**config.mk**
```make
export PLATFORM = sky130hd
export DESIGN_NAME = fns_divider_config
export DESIGN_NICKNAME = d
export VERILOG_FILES = /design/src/shared/fns_pkg.sv /design/src/hw/fns_divider_config.sv
export SDC_FILE = /design/constraint.sdc
export NUM_CORES = 2
export LEC_CHECK = 0
export BUFFER_PORTS_ARGS = -buffer_cell sky130_fd_sc_hd__buf_2
export CAP_MARGIN = 20
export CORE_MARGIN = 4
export CORE_UTILIZATION = 59
export CTS_BUF_LIST = sky130_fd_sc_hd__clkbuf_2 sky130_fd_sc_hd__clkbuf_4 sky130_fd_sc_hd__clkbuf_8
export DETAILED_ROUTE_END_ITERATION = 8
export PLACE_DENSITY = 0.78
export REMOVE_ABC_BUFFERS = 1
export SYNTH_ARGS = -nofsm -noshare
export SYNTH_HDL_FRONTEND = slang
export SYNTH_SLANG_ARGS = --single-unit
```
**constraint.sdc**
```tcl
create_clock -name clk -period 7.2 [get_ports clk]
set_input_delay 0.72 -clock clk [delete_from_list [all_inputs] [get_ports clk]]
set_output_delay 0.72 -clock clk [all_outputs]
set_load 0.02 [all_outputs]
```
**src/shared/fns_pkg.sv**
```systemverilog
// Constants, register offsets and the configuration carrier of the synthesizer
// divider configuration block. Assumes byte-wide registers on a 15-bit address.
package fns_pkg;
  // ----------------------------------------------------------------
  // Register map sections and single registers
  // ----------------------------------------------------------------
  localparam logic [14:0] STD_CFG_ADDR = 15'h0000;
  localparam logic [14:0] STD_LAST_ADDR = 15'h000D;
  localparam logic [14:0] SYN_FIRST_ADDR = 15'h0010;
  localparam logic [14:0] SYN_LAST_ADDR = 15'h007C;
  localparam logic [14:0] MIX_FIRST_ADDR = 15'h0100;
  localparam logic [14:0] MIX_LAST_ADDR = 15'h0119;
  localparam logic [14:0] PAGE_ADDR = 15'h0117;
  localparam logic [14:0] INT_LO_ADDR = 15'h0010;
  localparam logic [14:0] INT_HI_ADDR = 15'h0011;
  localparam logic [14:0] PRESEL_ADDR = 15'h0012;
  localparam logic [14:0] F1_B0_ADDR = 15'h0014;
  localparam logic [14:0] F1_B1_ADDR = 15'h0015;
  localparam logic [14:0] F1_B2_ADDR = 15'h0016;
  localparam logic [14:0] F1_B3_ADDR = 15'h0017;
  localparam logic [14:0] F2_HI_ADDR = 15'h0018;
  localparam logic [14:0] M2_LO_ADDR = 15'h0019;
  localparam logic [14:0] M2_HI_ADDR = 15'h001A;
  localparam logic [14:0] PUMP_ADDR = 15'h001E;
  localparam logic [14:0] RWORD_ADDR = 15'h001F;
  localparam logic [14:0] REFCTL_ADDR = 15'h0022;
  localparam logic [14:0] BIAS_ADDR = 15'h0027;
  localparam logic [14:0] SDPD_ADDR = 15'h002B;
  localparam int SYN_DEPTH = 109;
  localparam int MIX_DEPTH = 26;
  // ----------------------------------------------------------------
  // Field positions
  // ----------------------------------------------------------------
  localparam int PAGE_BIT = 6;
  localparam int SDO_EN_BIT = 4;
  localparam int PRESEL_BIT = 5;
  localparam int DOUBLER_BIT = 5;
  localparam int HALF_BIT = 4;
  localparam int SDPD_BIT = 0;
  localparam int PUMP_LSB = 4;
  // ----------------------------------------------------------------
  // Reset values and limits
  // ----------------------------------------------------------------
  localparam logic [7:0] RST_INT_LO = 8'h64;
  localparam logic [7:0] RST_AUXILIARY_DENOMINATOR_LO = 8'h02;
  localparam logic [7:0] RST_PUMP = 8'hB0;
  localparam logic [7:0] RST_RWORD = 8'h01;
  localparam logic [7:0] RST_BIAS = 8'h01;
  localparam logic [5:0] RDIV_MAX = 6'h20;
  localparam logic [12:0] PUMP_STEP_UA = 13'h015E;
  localparam logic [15:0] INT_MIN_45 = 16'h0017;
  localparam logic [15:0] INT_MAX_45 = 16'h01FF;
  localparam logic [15:0] INT_MIN_89 = 16'h004B;
  localparam logic [15:0] INT_MAX_89 = 16'h03FF;
  // Double-buffered divider and reference configuration.
  typedef struct packed {
    logic [15:0] whole;
    logic [24:0] primary_numerator;
    logic [13:0] auxiliary_numerator;
    logic [13:0] auxiliary_denominator;
    logic [4:0] rword;
    logic doubler;
    logic half;
    logic [3:0] pump;
  } fns_cfg_type;
endpackage

```
**src/hw/fns_divider_config.sv**
```systemverilog
// Register file, reference divider, feedback divider and modulator of a
// fractional-N synthesizer. Assumes refTick and vcoTick are one-cycle enables
// synchronous to clk, one per reference and per oscillator edge.
//
// Behaviour
// - Writing 0x4C to 0x117 selects the mixer section for readback.
// - Writing 0x0C to the page register selects the synthesizer section.
// - Bit 5 of 0x022 doubles the reference before the dividers.
// - Reference path: doubler, 5-bit counter 1..32, optional divide by two.
// - Counter ratio from 0x01F bits 4:0; 1 bypasses, 0 means 32.
// - Comparison rate is ref times (1+D) over R times (1+T), never above the ref rate.
// - Feedback divides oscillator by N; oscillator equals comparison rate times N.
// - 0x012 bit 5 picks 4/5 (23..511) or 8/9 (75..1023) prescaler.
// - N is whole plus (primary_numerator plus auxiliary_numerator over auxiliary_denominator) over 2^25.
// - Auxiliary numerator 14 bits 0..16383; auxiliary modulus 2..16383.
// - Primary numerator 0..33554431; whole part is 16 bits.
// - Both numerators zero is integer mode; 0x02B bit 0 powers modulators down.
// - Primary and auxiliary moduli together give 39-bit fractional resolution.
// - Pump current is (code plus one) times 350 uA from 0x01E bits 7:4.
// - Default pump register code is 11, giving 4.2 mA once applied; the active code resets to 0 (350 uA).
// - Buffered fields apply only on writing 0x010, which also starts calibration.
// - Standard and mixer readback need page bit 1; synthesizer needs 0.
//
// The address-and-strobe port and the register addresses were decided locally.
`timescale 1ns/10ps
`default_nettype none
module fns_divider_config (
  input wire logic clk, // 200 MHz clock.
  input wire logic srst, // Synchronous reset, active high.
  input wire logic ce, // Clock enable; low freezes all state.
  input wire logic [14:0] regAddr, // Register address.
  input wire logic [7:0] regWdata, // Register write data.
  input wire logic regWr, // Write strobe.
  input wire logic regRd, // Read strobe.
  output logic [7:0] regRdata, // Read data, the cycle after the strobe.
  input wire logic refTick, // One pulse per reference edge.
  input wire logic vcoTick, // One pulse per oscillator edge.
  output logic pfdTick, // Reference-side comparison pulse.
  output logic fbTick, // Feedback-side comparison pulse.
  output logic calStart, // Apply and calibration start pulse.
  output logic [3:0] pumpCode, // Active pump current code.
  output logic [12:0] pumpMicroamp, // Pump current in microamps.
  output logic intMode, // Both active numerators are zero.
  output logic modPowerDown, // Modulators powered down.
  output logic [1:0] prescalerBias, // Prescaler bias field.
  output logic prescalerEightNine, // 8/9 prescaler selected.
  output logic divideInRange, // Whole part legal for the prescaler.
  output logic sdoEnable, // Serial data out pin enabled.
  output logic readPageSynth // Readback serves the synthesizer section.
);
  // ----------------------------------------------------------------
  // Storage
  // ----------------------------------------------------------------
  logic [7:0] syn_q [fns_pkg::SYN_DEPTH];
  logic [7:0] mix_q [fns_pkg::MIX_DEPTH];
  logic [7:0] stdCfg_q;
  logic [7:0] regRdata_q;
  logic calStart_q;
  fns_pkg::fns_cfg_type act_q;
  logic [6:0] refAcc_q;
  logic [16:0] nCnt_q;
  logic [14:0] aux_q;
  logic [24:0] pri_q;
  // Reset image of the synthesizer section.
  function automatic logic [7:0] synReset(input int idx);
    logic [14:0] a;
    a = fns_pkg::SYN_FIRST_ADDR + 15'(idx);
    unique case (a)
      fns_pkg::INT_LO_ADDR: synReset = fns_pkg::RST_INT_LO;
      fns_pkg::M2_LO_ADDR: synReset = fns_pkg::RST_AUXILIARY_DENOMINATOR_LO;
      fns_pkg::PUMP_ADDR: synReset = fns_pkg::RST_PUMP;
      fns_pkg::RWORD_ADDR: synReset = fns_pkg::RST_RWORD;
      fns_pkg::BIAS_ADDR: synReset = fns_pkg::RST_BIAS;
      default: synReset = 8'h00;
    endcase
  endfunction
  // ----------------------------------------------------------------
  // Address decode
  // ----------------------------------------------------------------
  wire logic inStd = regAddr <= fns_pkg::STD_LAST_ADDR;
  wire logic inSyn = regAddr >= fns_pkg::SYN_FIRST_ADDR && regAddr <= fns_pkg::SYN_LAST_ADDR;
  wire logic inMix = regAddr >= fns_pkg::MIX_FIRST_ADDR && regAddr <= fns_pkg::MIX_LAST_ADDR;
  wire logic [6:0] synIdx = 7'(regAddr - fns_pkg::SYN_FIRST_ADDR);
  wire logic [4:0] mixIdx = 5'(regAddr - fns_pkg::MIX_FIRST_ADDR);
  wire logic wrIntLo = ce && regWr && regAddr == fns_pkg::INT_LO_ADDR;
  wire logic pageBit = mix_q[5'(fns_pkg::PAGE_ADDR - fns_pkg::MIX_FIRST_ADDR)][fns_pkg::PAGE_BIT];
  // Readback gating by the page bit; unmapped addresses read zero.
  wire logic [7:0] rdStd = (regAddr == fns_pkg::STD_CFG_ADDR) ? stdCfg_q : 8'h00;
  wire logic [7:0] rdMux = (inSyn && !pageBit) ? syn_q[synIdx] :
    (inMix && pageBit) ? mix_q[mixIdx] :
    (inStd && pageBit) ? rdStd : 8'h00;
  // Fields as they stand in the written (shadow) registers.
  function automatic logic [7:0] sb(input logic [14:0] a);
    sb = syn_q[7'(a - fns_pkg::SYN_FIRST_ADDR)];
  endfunction
  // Named bytes of the written registers. A function result cannot be
  // sliced, so each byte gets a wire before its fields are picked out.
  wire logic [7:0] intHiByte = sb(fns_pkg::INT_HI_ADDR);
  wire logic [7:0] intLoByte = sb(fns_pkg::INT_LO_ADDR);
  wire logic [7:0] f1B0Byte = sb(fns_pkg::F1_B0_ADDR);
  wire logic [7:0] f1B1Byte = sb(fns_pkg::F1_B1_ADDR);
  wire logic [7:0] f1B2Byte = sb(fns_pkg::F1_B2_ADDR);
  wire logic [7:0] f1B3Byte = sb(fns_pkg::F1_B3_ADDR);
  wire logic [7:0] f2HiByte = sb(fns_pkg::F2_HI_ADDR);
  wire logic [7:0] m2LoByte = sb(fns_pkg::M2_LO_ADDR);
  wire logic [7:0] m2HiByte = sb(fns_pkg::M2_HI_ADDR);
  wire logic [7:0] rwordByte = sb(fns_pkg::RWORD_ADDR);
  wire logic [7:0] refCtlByte = sb(fns_pkg::REFCTL_ADDR);
  wire logic [7:0] pumpByte = sb(fns_pkg::PUMP_ADDR);
  wire logic [7:0] preselByte = sb(fns_pkg::PRESEL_ADDR);
  wire logic [7:0] biasByte = sb(fns_pkg::BIAS_ADDR);
  wire logic [7:0] sdpdByte = sb(fns_pkg::SDPD_ADDR);
  fns_pkg::fns_cfg_type shadow;
  always_comb
  begin
    shadow.whole = {intHiByte, intLoByte};
    shadow.primary_numerator = {f1B3Byte[0], f1B2Byte, f1B1Byte, f1B0Byte};
    shadow.auxiliary_numerator = {f2HiByte[6:0], f1B3Byte[7:1]};
    shadow.auxiliary_denominator = {m2HiByte[5:0], m2LoByte};
    shadow.rword = rwordByte[4:0];
    shadow.doubler = refCtlByte[fns_pkg::DOUBLER_BIT];
    shadow.half = refCtlByte[fns_pkg::HALF_BIT];
    shadow.pump = pumpByte[fns_pkg::PUMP_LSB +: 4];
  end
  // ----------------------------------------------------------------
  // Register writes
  // ----------------------------------------------------------------
  // Every synthesizer-section write lands in the shadow; descending order by the host keeps the
  // buffered fields ready before the low whole byte applies them.
  always_ff @(posedge clk)
  begin
    if (srst)
    begin
      for (int i = 0; i < fns_pkg::SYN_DEPTH; i++)
        syn_q[i] <= synReset(i);
      for (int i = 0; i < fns_pkg::MIX_DEPTH; i++)
        mix_q[i] <= 8'h00;
      stdCfg_q <= 8'h00;
    end
    else if (ce && regWr)
    begin
      if (inSyn)
        syn_q[synIdx] <= regWdata;
      if (inMix)
        mix_q[mixIdx] <= regWdata;
      if (regAddr == fns_pkg::STD_CFG_ADDR)
        stdCfg_q <= regWdata;
    end
  end
  // Read data stand for exactly the cycle after the strobe.
  always_ff @(posedge clk)
  begin
    if (srst)
      regRdata_q <= 8'h00;
    else if (ce)
      regRdata_q <= regRd ? rdMux : 8'h00;
  end
  // The apply pulse follows the low whole byte write by one cycle, so the
  // byte itself is already in the shadow when it is copied.
  always_ff @(posedge clk)
  begin
    if (srst)
    begin
      calStart_q <= 1'b0;
      act_q <= '0;
    end
    else if (ce)
    begin
      calStart_q <= wrIntLo;
      if (calStart_q)
        act_q <= shadow;
    end
  end
  // ----------------------------------------------------------------
  // Reference path
  // ----------------------------------------------------------------
  // Rate accumulator: each reference edge adds 1 or 2 (doubler) and a pulse
  // leaves per R*(1+T) units. At most one pulse per reference edge, so a
  // doubled reference with a total ratio of one is limited to the input rate.
  wire logic [5:0] rBase = (act_q.rword == 5'h00) ? fns_pkg::RDIV_MAX : {1'b0, act_q.rword};
  wire logic [6:0] refDiv = act_q.half ? {rBase, 1'b0} : {1'b0, rBase};
  wire logic [6:0] refStep = act_q.doubler ? 7'h02 : 7'h01;
  wire logic [6:0] refSum = refAcc_q + refStep;
  wire logic refHit = refTick && refSum >= refDiv;
  wire logic [6:0] refRem = refSum - refDiv;
  wire logic [6:0] refAccD = !refTick ? refAcc_q :
    !refHit ? refSum : (refRem >= refDiv) ? refDiv - 7'h01 : refRem;
  always_ff @(posedge clk)
  begin
    if (srst || (ce && calStart_q))
      refAcc_q <= 7'h00;
    else if (ce)
      refAcc_q <= refAccD;
  end
  // ----------------------------------------------------------------
  // Modulator and feedback divider
  // ----------------------------------------------------------------
  // First-order cascade: the auxiliary remainder carries into the primary
  // accumulator, whose overflow past 2^25 lengthens the next feedback cycle.
  wire logic pdLive = sdpdByte[fns_pkg::SDPD_BIT];
  wire logic fbEnd = vcoTick && nCnt_q <= 17'h00001;
  wire logic [14:0] auxSum = aux_q + {1'b0, act_q.auxiliary_numerator};
  wire logic auxCarry = auxSum >= {1'b0, act_q.auxiliary_denominator};
  wire logic [14:0] auxD = auxCarry ? auxSum - {1'b0, act_q.auxiliary_denominator} : auxSum;
  wire logic [25:0] priSum = {1'b0, pri_q} + {1'b0, act_q.primary_numerator} + {25'h0000_000, auxCarry};
  wire logic priCarry = priSum[25] && !pdLive;
  wire logic [16:0] nRatio = {1'b0, act_q.whole} + {16'h0000, priCarry};
  always_ff @(posedge clk)
  begin
    if (srst || (ce && calStart_q))
    begin
      aux_q <= 15'h0000;
      pri_q <= 25'h000_0000;
      nCnt_q <= 17'h0_0000;
    end
    else if (ce && vcoTick)
    begin
      nCnt_q <= fbEnd ? nRatio : nCnt_q - 17'h00001;
      if (fbEnd && !pdLive)
      begin
        aux_q <= auxD;
        pri_q <= priSum[24:0];
      end
    end
  end
  // ----------------------------------------------------------------
  // Outputs
  // ----------------------------------------------------------------
  wire logic [4:0] pumpSteps = {1'b0, act_q.pump} + 5'h01;
  assign regRdata = regRdata_q;
  assign calStart = calStart_q;
  assign pfdTick = ce && refHit;
  assign fbTick = ce && fbEnd;
  assign pumpCode = act_q.pump;
  assign pumpMicroamp = 13'(pumpSteps * fns_pkg::PUMP_STEP_UA);
  assign intMode = act_q.primary_numerator == 25'h000_0000 && act_q.auxiliary_numerator == 14'h0000;
  // Prescaler controls and modulator power-down act at once; divider, reference and pump fields wait for the apply.
  assign modPowerDown = pdLive;
  assign prescalerBias = biasByte[1:0];
  assign prescalerEightNine = preselByte[fns_pkg::PRESEL_BIT];
  assign divideInRange = prescalerEightNine ?
    (act_q.whole >= fns_pkg::INT_MIN_89 && act_q.whole <= fns_pkg::INT_MAX_89) :
    (act_q.whole >= fns_pkg::INT_MIN_45 && act_q.whole <= fns_pkg::INT_MAX_45);
  assign sdoEnable = stdCfg_q[fns_pkg::SDO_EN_BIT];
  assign readPageSynth = !pageBit;
endmodule
`default_nettype wire

```
# --- Word level (Yosys, flattened, before mapping) ---
# Memories as Yosys holds them, arrays and structs flattened. A register that Yosys moved wholly into a read port is not among the register bits.
# Index checks and enable logic that the tools add are counted.
totals:
  input_bits: 30
  wordCells: 101
  mem_count: 2
  out_inout_bits: 36
  ff_bits: 81
  ram_bits: 1080
classes:
  muxes: 34
  reduce_logical: 31
  order_cmp: 13
  addsub: 12
  multipliers: 1
  eq_ne: 1
memory_table:
  columns: ["memory", "depth", "width", "read_ports", "rd_clocked_by_memory_dff", "wr", "line", "rtl"]
  rows:
  - ["syn_q", 109, 8, 16, 12, 109, "fns_divider_config.sv:54", "logic [7:0] syn_q [fns_pkg::SYN_DEPTH];"]
  - ["mix_q", 26, 8, 2, 0, 26, "fns_divider_config.sv:55", "logic [7:0] mix_q [fns_pkg::MIX_DEPTH];"]
op_table:
  columns: ["op", "count"]
  rows:
  - ["$mux W8", 12]
  - ["$mux W7", 4]
  - ["$add A25 B25 Y26", 1]
  - ["$add A26 B1 Y26", 1]
  - ["$logic_not A25 Y1", 1]
  - ["$logic_and A1 B1 Y1", 18]
  - ["$add A16 B1 Y17", 1]
  - ["$le A17 B1 Y1 const B", 1]
  - ["$mux W17", 1]
  - ["$sub A17 B1 Y17 const B", 1]
  - ["$ge A16 B5 Y1 const B", 1]
  - ["$ge A16 B7 Y1 const B", 1]
  - ["$le A16 B10 Y1 const B", 1]
  - ["$le A16 B9 Y1 const B", 1]
  - ["$reduce_or A8 Y1", 2]
  - ["$add A15 B14 Y15", 1]
  - ["$eq A15 B5 Y1 const B", 1]
  - ["$ge A15 B14 Y1", 1]
  - ["$ge A15 B5 Y1 const B", 1]
  - ["$ge A15 B9 Y1 const B", 1]
  - ["$le A15 B4 Y1 const B", 1]
  - ["$le A15 B7 Y1 const B", 1]
  - ["$le A15 B9 Y1 const B", 1]
  - ["$logic_not A15 Y1", 1]
  - ["19 further kinds", 36]

# --- Logic depth before layout (Yosys ltp) ---
logic_depth:
  word_depth: 8
  ltp_mapped: 38
  ltp_nobuf: 37

# --- Worst setup path after synthesis ---
# OpenSTA, ideal clock, no wires.
synth_timing:
  path_kind: "register -> register"
  startpoint: "register act_q[25] (netlist name)"
  endpoint: "register nCnt_q[12]"
  n_path_buf: 1
  period_less_slack_ns: 7.047
  arrival_time_ns: 6.969
  setup_time_ns: 0.078
  setup_slack_ns: 0.153
  stages_incl_launch_ff: 39
  required_ns: 7.122
  cell_sequence: "dfxtp_1 > ha_1 > inv_1 > fa_1 > nor2b_1 > o21a_1 > o21ai_0 > a21oi_1 > a21o_1 > a21oi_1 > xnor2_1 > ha_1 > nand4_1 > o41ai_1 > nor4_1 > and3_1 > nor3_4 > nor2_1 > [3 not listed] > o31ai_1 > a21oi_1 > a21oi_1 > o31ai_1 > a21oi_1 > a21oi_1 > a211oi_1 > nor3_1 > ha_1 > ha_1 > and3_1 > nand3_1 > nor3_1 > nand2_1 > xor2_1 > a22oi_1 > nor2_1 > nor3_1"
synth_between:
  elab_chain_len: 6
synth_lines:
  columns: ["element", "line", "rtl"]
  rows:
  - ["start, declared", "fns_divider_config.sv:59", "fns_pkg::fns_cfg_type act_q;"]
  - ["start signal, assigned", "fns_divider_config.sv:171", "act_q <= shadow;"]
  - ["$add A15 B14 Y15", "fns_divider_config.sv:202", "wire logic [14:0] auxSum = aux_q + {1'b0, act_q.auxiliary_numerator};"]
  - ["$ge A15 B14 Y1", "fns_divider_config.sv:203", "wire logic auxCarry = auxSum >= {1'b0, act_q.auxiliary_denominator};"]
  - ["$add A26 B1 Y26", "fns_divider_config.sv:205", "wire logic [25:0] priSum = {1'b0, pri_q} + {1'b0, act_q.primary_numerator} + {25'h0000_000, auxCarry};"]
  - ["$logic_and A1 B1 Y1", "fns_divider_config.sv:206", "wire logic priCarry = priSum[25] && !pdLive;"]
  - ["$add A16 B1 Y17", "fns_divider_config.sv:207", "wire logic [16:0] nRatio = {1'b0, act_q.whole} + {16'h0000, priCarry};"]
  - ["$mux W17", "fns_divider_config.sv:218", "nCnt_q <= fbEnd ? nRatio : nCnt_q - 17'h00001;"]
  - ["end signal, assigned", "fns_divider_config.sv:218", null]
  - ["end, declared", "fns_divider_config.sv:61", "logic [16:0] nCnt_q;"]
# Every way passes these cells.
# A chain may end at the register's enable or synchronous reset.

# --- Worst setup path after layout ---
layout_timing:
  startpoint: "register aux_q[0]"
  endpoint: "register nCnt_q[12]"
layout_between:
  elab_chain_len: 6
layout_lines:
  columns: ["element", "line", "rtl"]
  rows:
  - ["start, declared", "fns_divider_config.sv:62", "logic [14:0] aux_q;"]
  - ["start signal, assigned", "fns_divider_config.sv:221", "aux_q <= auxD;"]
  - ["$add A15 B14 Y15", "fns_divider_config.sv:202", null]
  - ["$ge A15 B14 Y1", "fns_divider_config.sv:203", null]
  - ["$add A26 B1 Y26", "fns_divider_config.sv:205", null]
  - ["$logic_and A1 B1 Y1", "fns_divider_config.sv:206", null]
  - ["$add A16 B1 Y17", "fns_divider_config.sv:207", null]
  - ["$mux W17", "fns_divider_config.sv:218", null]
# Every way passes these cells.

==> key figures <==
Status
  • Status: finished, final reports clean

Clock tree
  • Clk slew on worst S/H paths: 0.06 ns
  • H-tree depth: 4
  • Clock tree from TritonCTS: done
  • CTS Sinks: about 1400
  • Total CTS buffers: between 200 and 250
  • Bufs on Longest Clock Path: 3
  • Clock root buffer: clkbuf_8
  • Clock Latency Late Sink: ~0.93 ns

Floorplanning
  • Die height: between 300 and 400 um
  • Placeable Area: around 110000 sq um
  • Die area: between 100000 and 150000 sq um
  • Ports: between 60 and 70
  • Initial Util: 59.8%
  • Num rows: ~120
  • Die Width: approximately 350 um

Synthesis
  • Flops & latches, synth: 1441
  • Cell count after synthesis: 4899
  • Synth warn: 0
  • Mapped Avg Cell Area: around 14 sq um
  • Post-synth EDFFs: between 1000 and 1500
  • Synthesized area: 68700 sq um
  • Asr flop ratio synth: 0%
  • Post-synth top flop: edfxtp_1
  • Register area share after synthesis: between 60% and 70%
  • Unique masters post-synth: 76

Setup path
  • Worst EP arrival: 7.68 ns
  • R2R setup slack: around 0.33 ns
  • Critical path peak fanout: 3
  • Class of the most critical setup path: reg2reg
  • Reg2reg path depth: 38
  • Reg-to-Reg End: nCnt_q[12]$_SDFFE_PP0P_
  • Worst EP required: roughly 8 ns
  • Worst stage delay on the critical path: around 0.42 ns
  • Slowest CP cell: o41ai_2
  • RR Startpoint: aux_q[0]$_SDFFE_PP0P_
  • Crit-path most repeated cell: a21oi_2
  • CP Capture Type: flip-flop
  • Crit path buf inv count: 3
  • Cell family with most CP delay: compound AO/OA/AOI/OAI gates
  • CP Launch Type: flip-flop

Drt
  • DRT Pass-1 Iters: 6
  • Via density per instance: around 6.2
  • Via total after detailed routing: about 41000
  • DR DRC count: 0
  • Final wirelength: 172000 um
  • WL/cell: ~26 um
  • Post-route ant nets: 0
  • DR iter-0 viols: 4942

STA
  • Final setup viols: 0
  • Final hold violations: 0
  • Fmax: approximately 150 MHz
  • Period utilization: between 90% and 100%
  • Worst slew pin tran: ~1.2 ns
  • RSZ-0062 raised after global routing: true
  • Clk_skew: 0.0615 ns
  • Final Max Slew Viols: 0
  • Min Tclk post-route: 6.87 ns
  • Setup TNS: 0 ns
  • Rel. slew slack: a little under 20%

Cells and area
  • Fin nets: just over 5000
  • Most common cell after layout, fill and taps aside: edfxtp_1
  • Synth-to-Final Area Change: 9.21%
  • Layout cells sized above 1: between 20 and 25%
  • Most frequent cells in the layout: edfxtp_1 (1280), and2_1 (992), mux4_2 (394)
  • Final core utilization: 65.3%

Power and ir drop
  • Pwr per Cell Area: 241 nW/um^2
  • Pwr Total: between 0.015 and 0.02 W
  • Leak: between 20 and 30 nW
  • Max VDD drop: about 0.20 mV

Global route
  • First-pass GRT wire length: 259000 um
  • Total GRT Usage: about 28%
  • Gr ovfl total: 0
  • Largest net degree at the start of global routing: about 150
  • Vias in the first global route: 41200
  • Antenna violations before repair: 4

Flow run
  • Max cap viols: 0

Min path
  • Hold Path Origin: refTick
  • Hold Crit Class: in2reg
  • WHS Path Cells: 4
  • Endpoint, Worst Hold: refAcc_q[5]$_SDFFE_PP0P_

Place
  • RePlAce Congestion: ~0.9
  • DP Wirelength: 113000 um
  • PortBufs: 64
cells by family (layout without fill, tap and decap cells):
kind of cell    after synthesis  after routing  synth area share (%)
fa+ha+maj                   117            117                  2.29
simple gates               1977           1977                  16.0
mux                         459            459                  13.9
compound gates              432            432                  3.83
buf+inv                     392            626                  2.39
flops                      1441           1441                  60.6
xor+xnor                     80             80                  1.02
other cells                   1             50               0.00545
cell usage after synthesis (all sizes together), types with 28 or more instances:
library cell / instances / area (sq um)
a211oi: 28 / 210
a21oi: 183 / 916
and2: 995 / 6220
and3: 31 / 194
buf: 102 / 554
clkbuf: 216 / 811
dfxtp: 161 / 3220
edfxtp: 1280 / 38400
ha: 102 / 1280
inv: 74 / 278
mux2i: 59 / 591
mux4: 394 / 8870
nand2: 331 / 1250
nand3: 28 / 140
nor2: 311 / 1380
nor3: 40 / 216
o21ai: 79 / 395
or2: 130 / 813
xnor2: 52 / 455
xor2: 28 / 245
what timing repair did:
action | CTS | global route
resized for setup | 3 | 31
setup endpoints to repair | 10 | 16
buffers inserted | 0 | 5
gates cloned | 0 | 0
pin swaps | 1 | 23
hold buffers | 0 | 0
metal layers:
| metal | routed length (um) | vias to the layer above | global-route usage [%] | share of wire, % |
|---|---|---|---|---|
| met4 | 7490 | 2 | 11.9 | 4.4 |
| met1 | 65900 | 20700 | 38.7 | 38 |
| li1 | - | 18200 | - | - |
| met5 | 11 | - | 0 | 0.0064 |
| met2 | 80700 | 2138 | 44.4 | 47 |
| met3 | 17800 | 382 | 6.75 | 10 |
flip-flops by register name, summed over array words and instances, names as in the netlist, 8 cells and up:
register,cells
syn_q,1024
pri_q,25
mix_q,256
act_q,76
nCnt_q,17
aux_q,15
regRdata,8
stdCfg_q,8
final cells by class:
class	instances	area, sq um
Antenna cell	1	2.50
Clock buffer	312	3810
Clock inverter	93	587
Fill cell	8051	39900
Inverter	74	278
Multi-Input combinational cell	3114	25800
Sequential cell	1441	41700
Tap cell	1512	1890
Timing Repair Buffer	147	1050
how the worst max path moves through the flow:
stage	slack, ns	endpoint	from	cells after the start
after detailed placement	-0.16	nCnt_q[12]$_SDFFE_PP0P_	act_q[31]$_SDFFE_PP0P_	36
after floorplan	0.10	nCnt_q[12]$_SDFFE_PP0P_	act_q[25]$_SDFFE_PP0P_	37
after CTS	0.06	nCnt_q[12]$_SDFFE_PP0P_	act_q[31]$_SDFFE_PP0P_	36
final	0.33	nCnt_q[12]$_SDFFE_PP0P_	aux_q[0]$_SDFFE_PP0P_	38
after global placement	-0.08	nCnt_q[12]$_SDFFE_PP0P_	act_q[25]$_SDFFE_PP0P_	38
after global routing	-0.08	nCnt_q[12]$_SDFFE_PP0P_	aux_q[0]$_SDFFE_PP0P_	38
worst register-to-register path, delay by kind of cell (launching register included):
family	cells	cell delay (ns)
compound gates	15	2.37
simple gates	12	1.75
fa+ha+maj	6	1.59
buf+inv	3	0.40
flops	1	0.35
xor+xnor	2	0.32
metrics by stage:
step	setup slack (ns)	std cells	hold WS [ns]	cell area (sq um)
6_report	0.330	6694	0.252	75100
5_1_grt	-0.0762	6694	0.242	75100
4_1_cts	0.0620	6687	0.166	74900
3_5_place_dp	-0.155	6282	0.448	70500
3_3_place_gp	-0.0803	6282	0.442	70500
2_1_floorplan	0.105	4629	0.430	67600
power breakdown:
group          internal [W]  switching, W  total [W]
Combinational      0.000677       0.00104    0.00172
Sequential          0.00944      0.000135    0.00957
Clock               0.00356       0.00321    0.00677
Total                0.0137       0.00439     0.0181
Note: power is estimated with default switching activity, not from simulation.
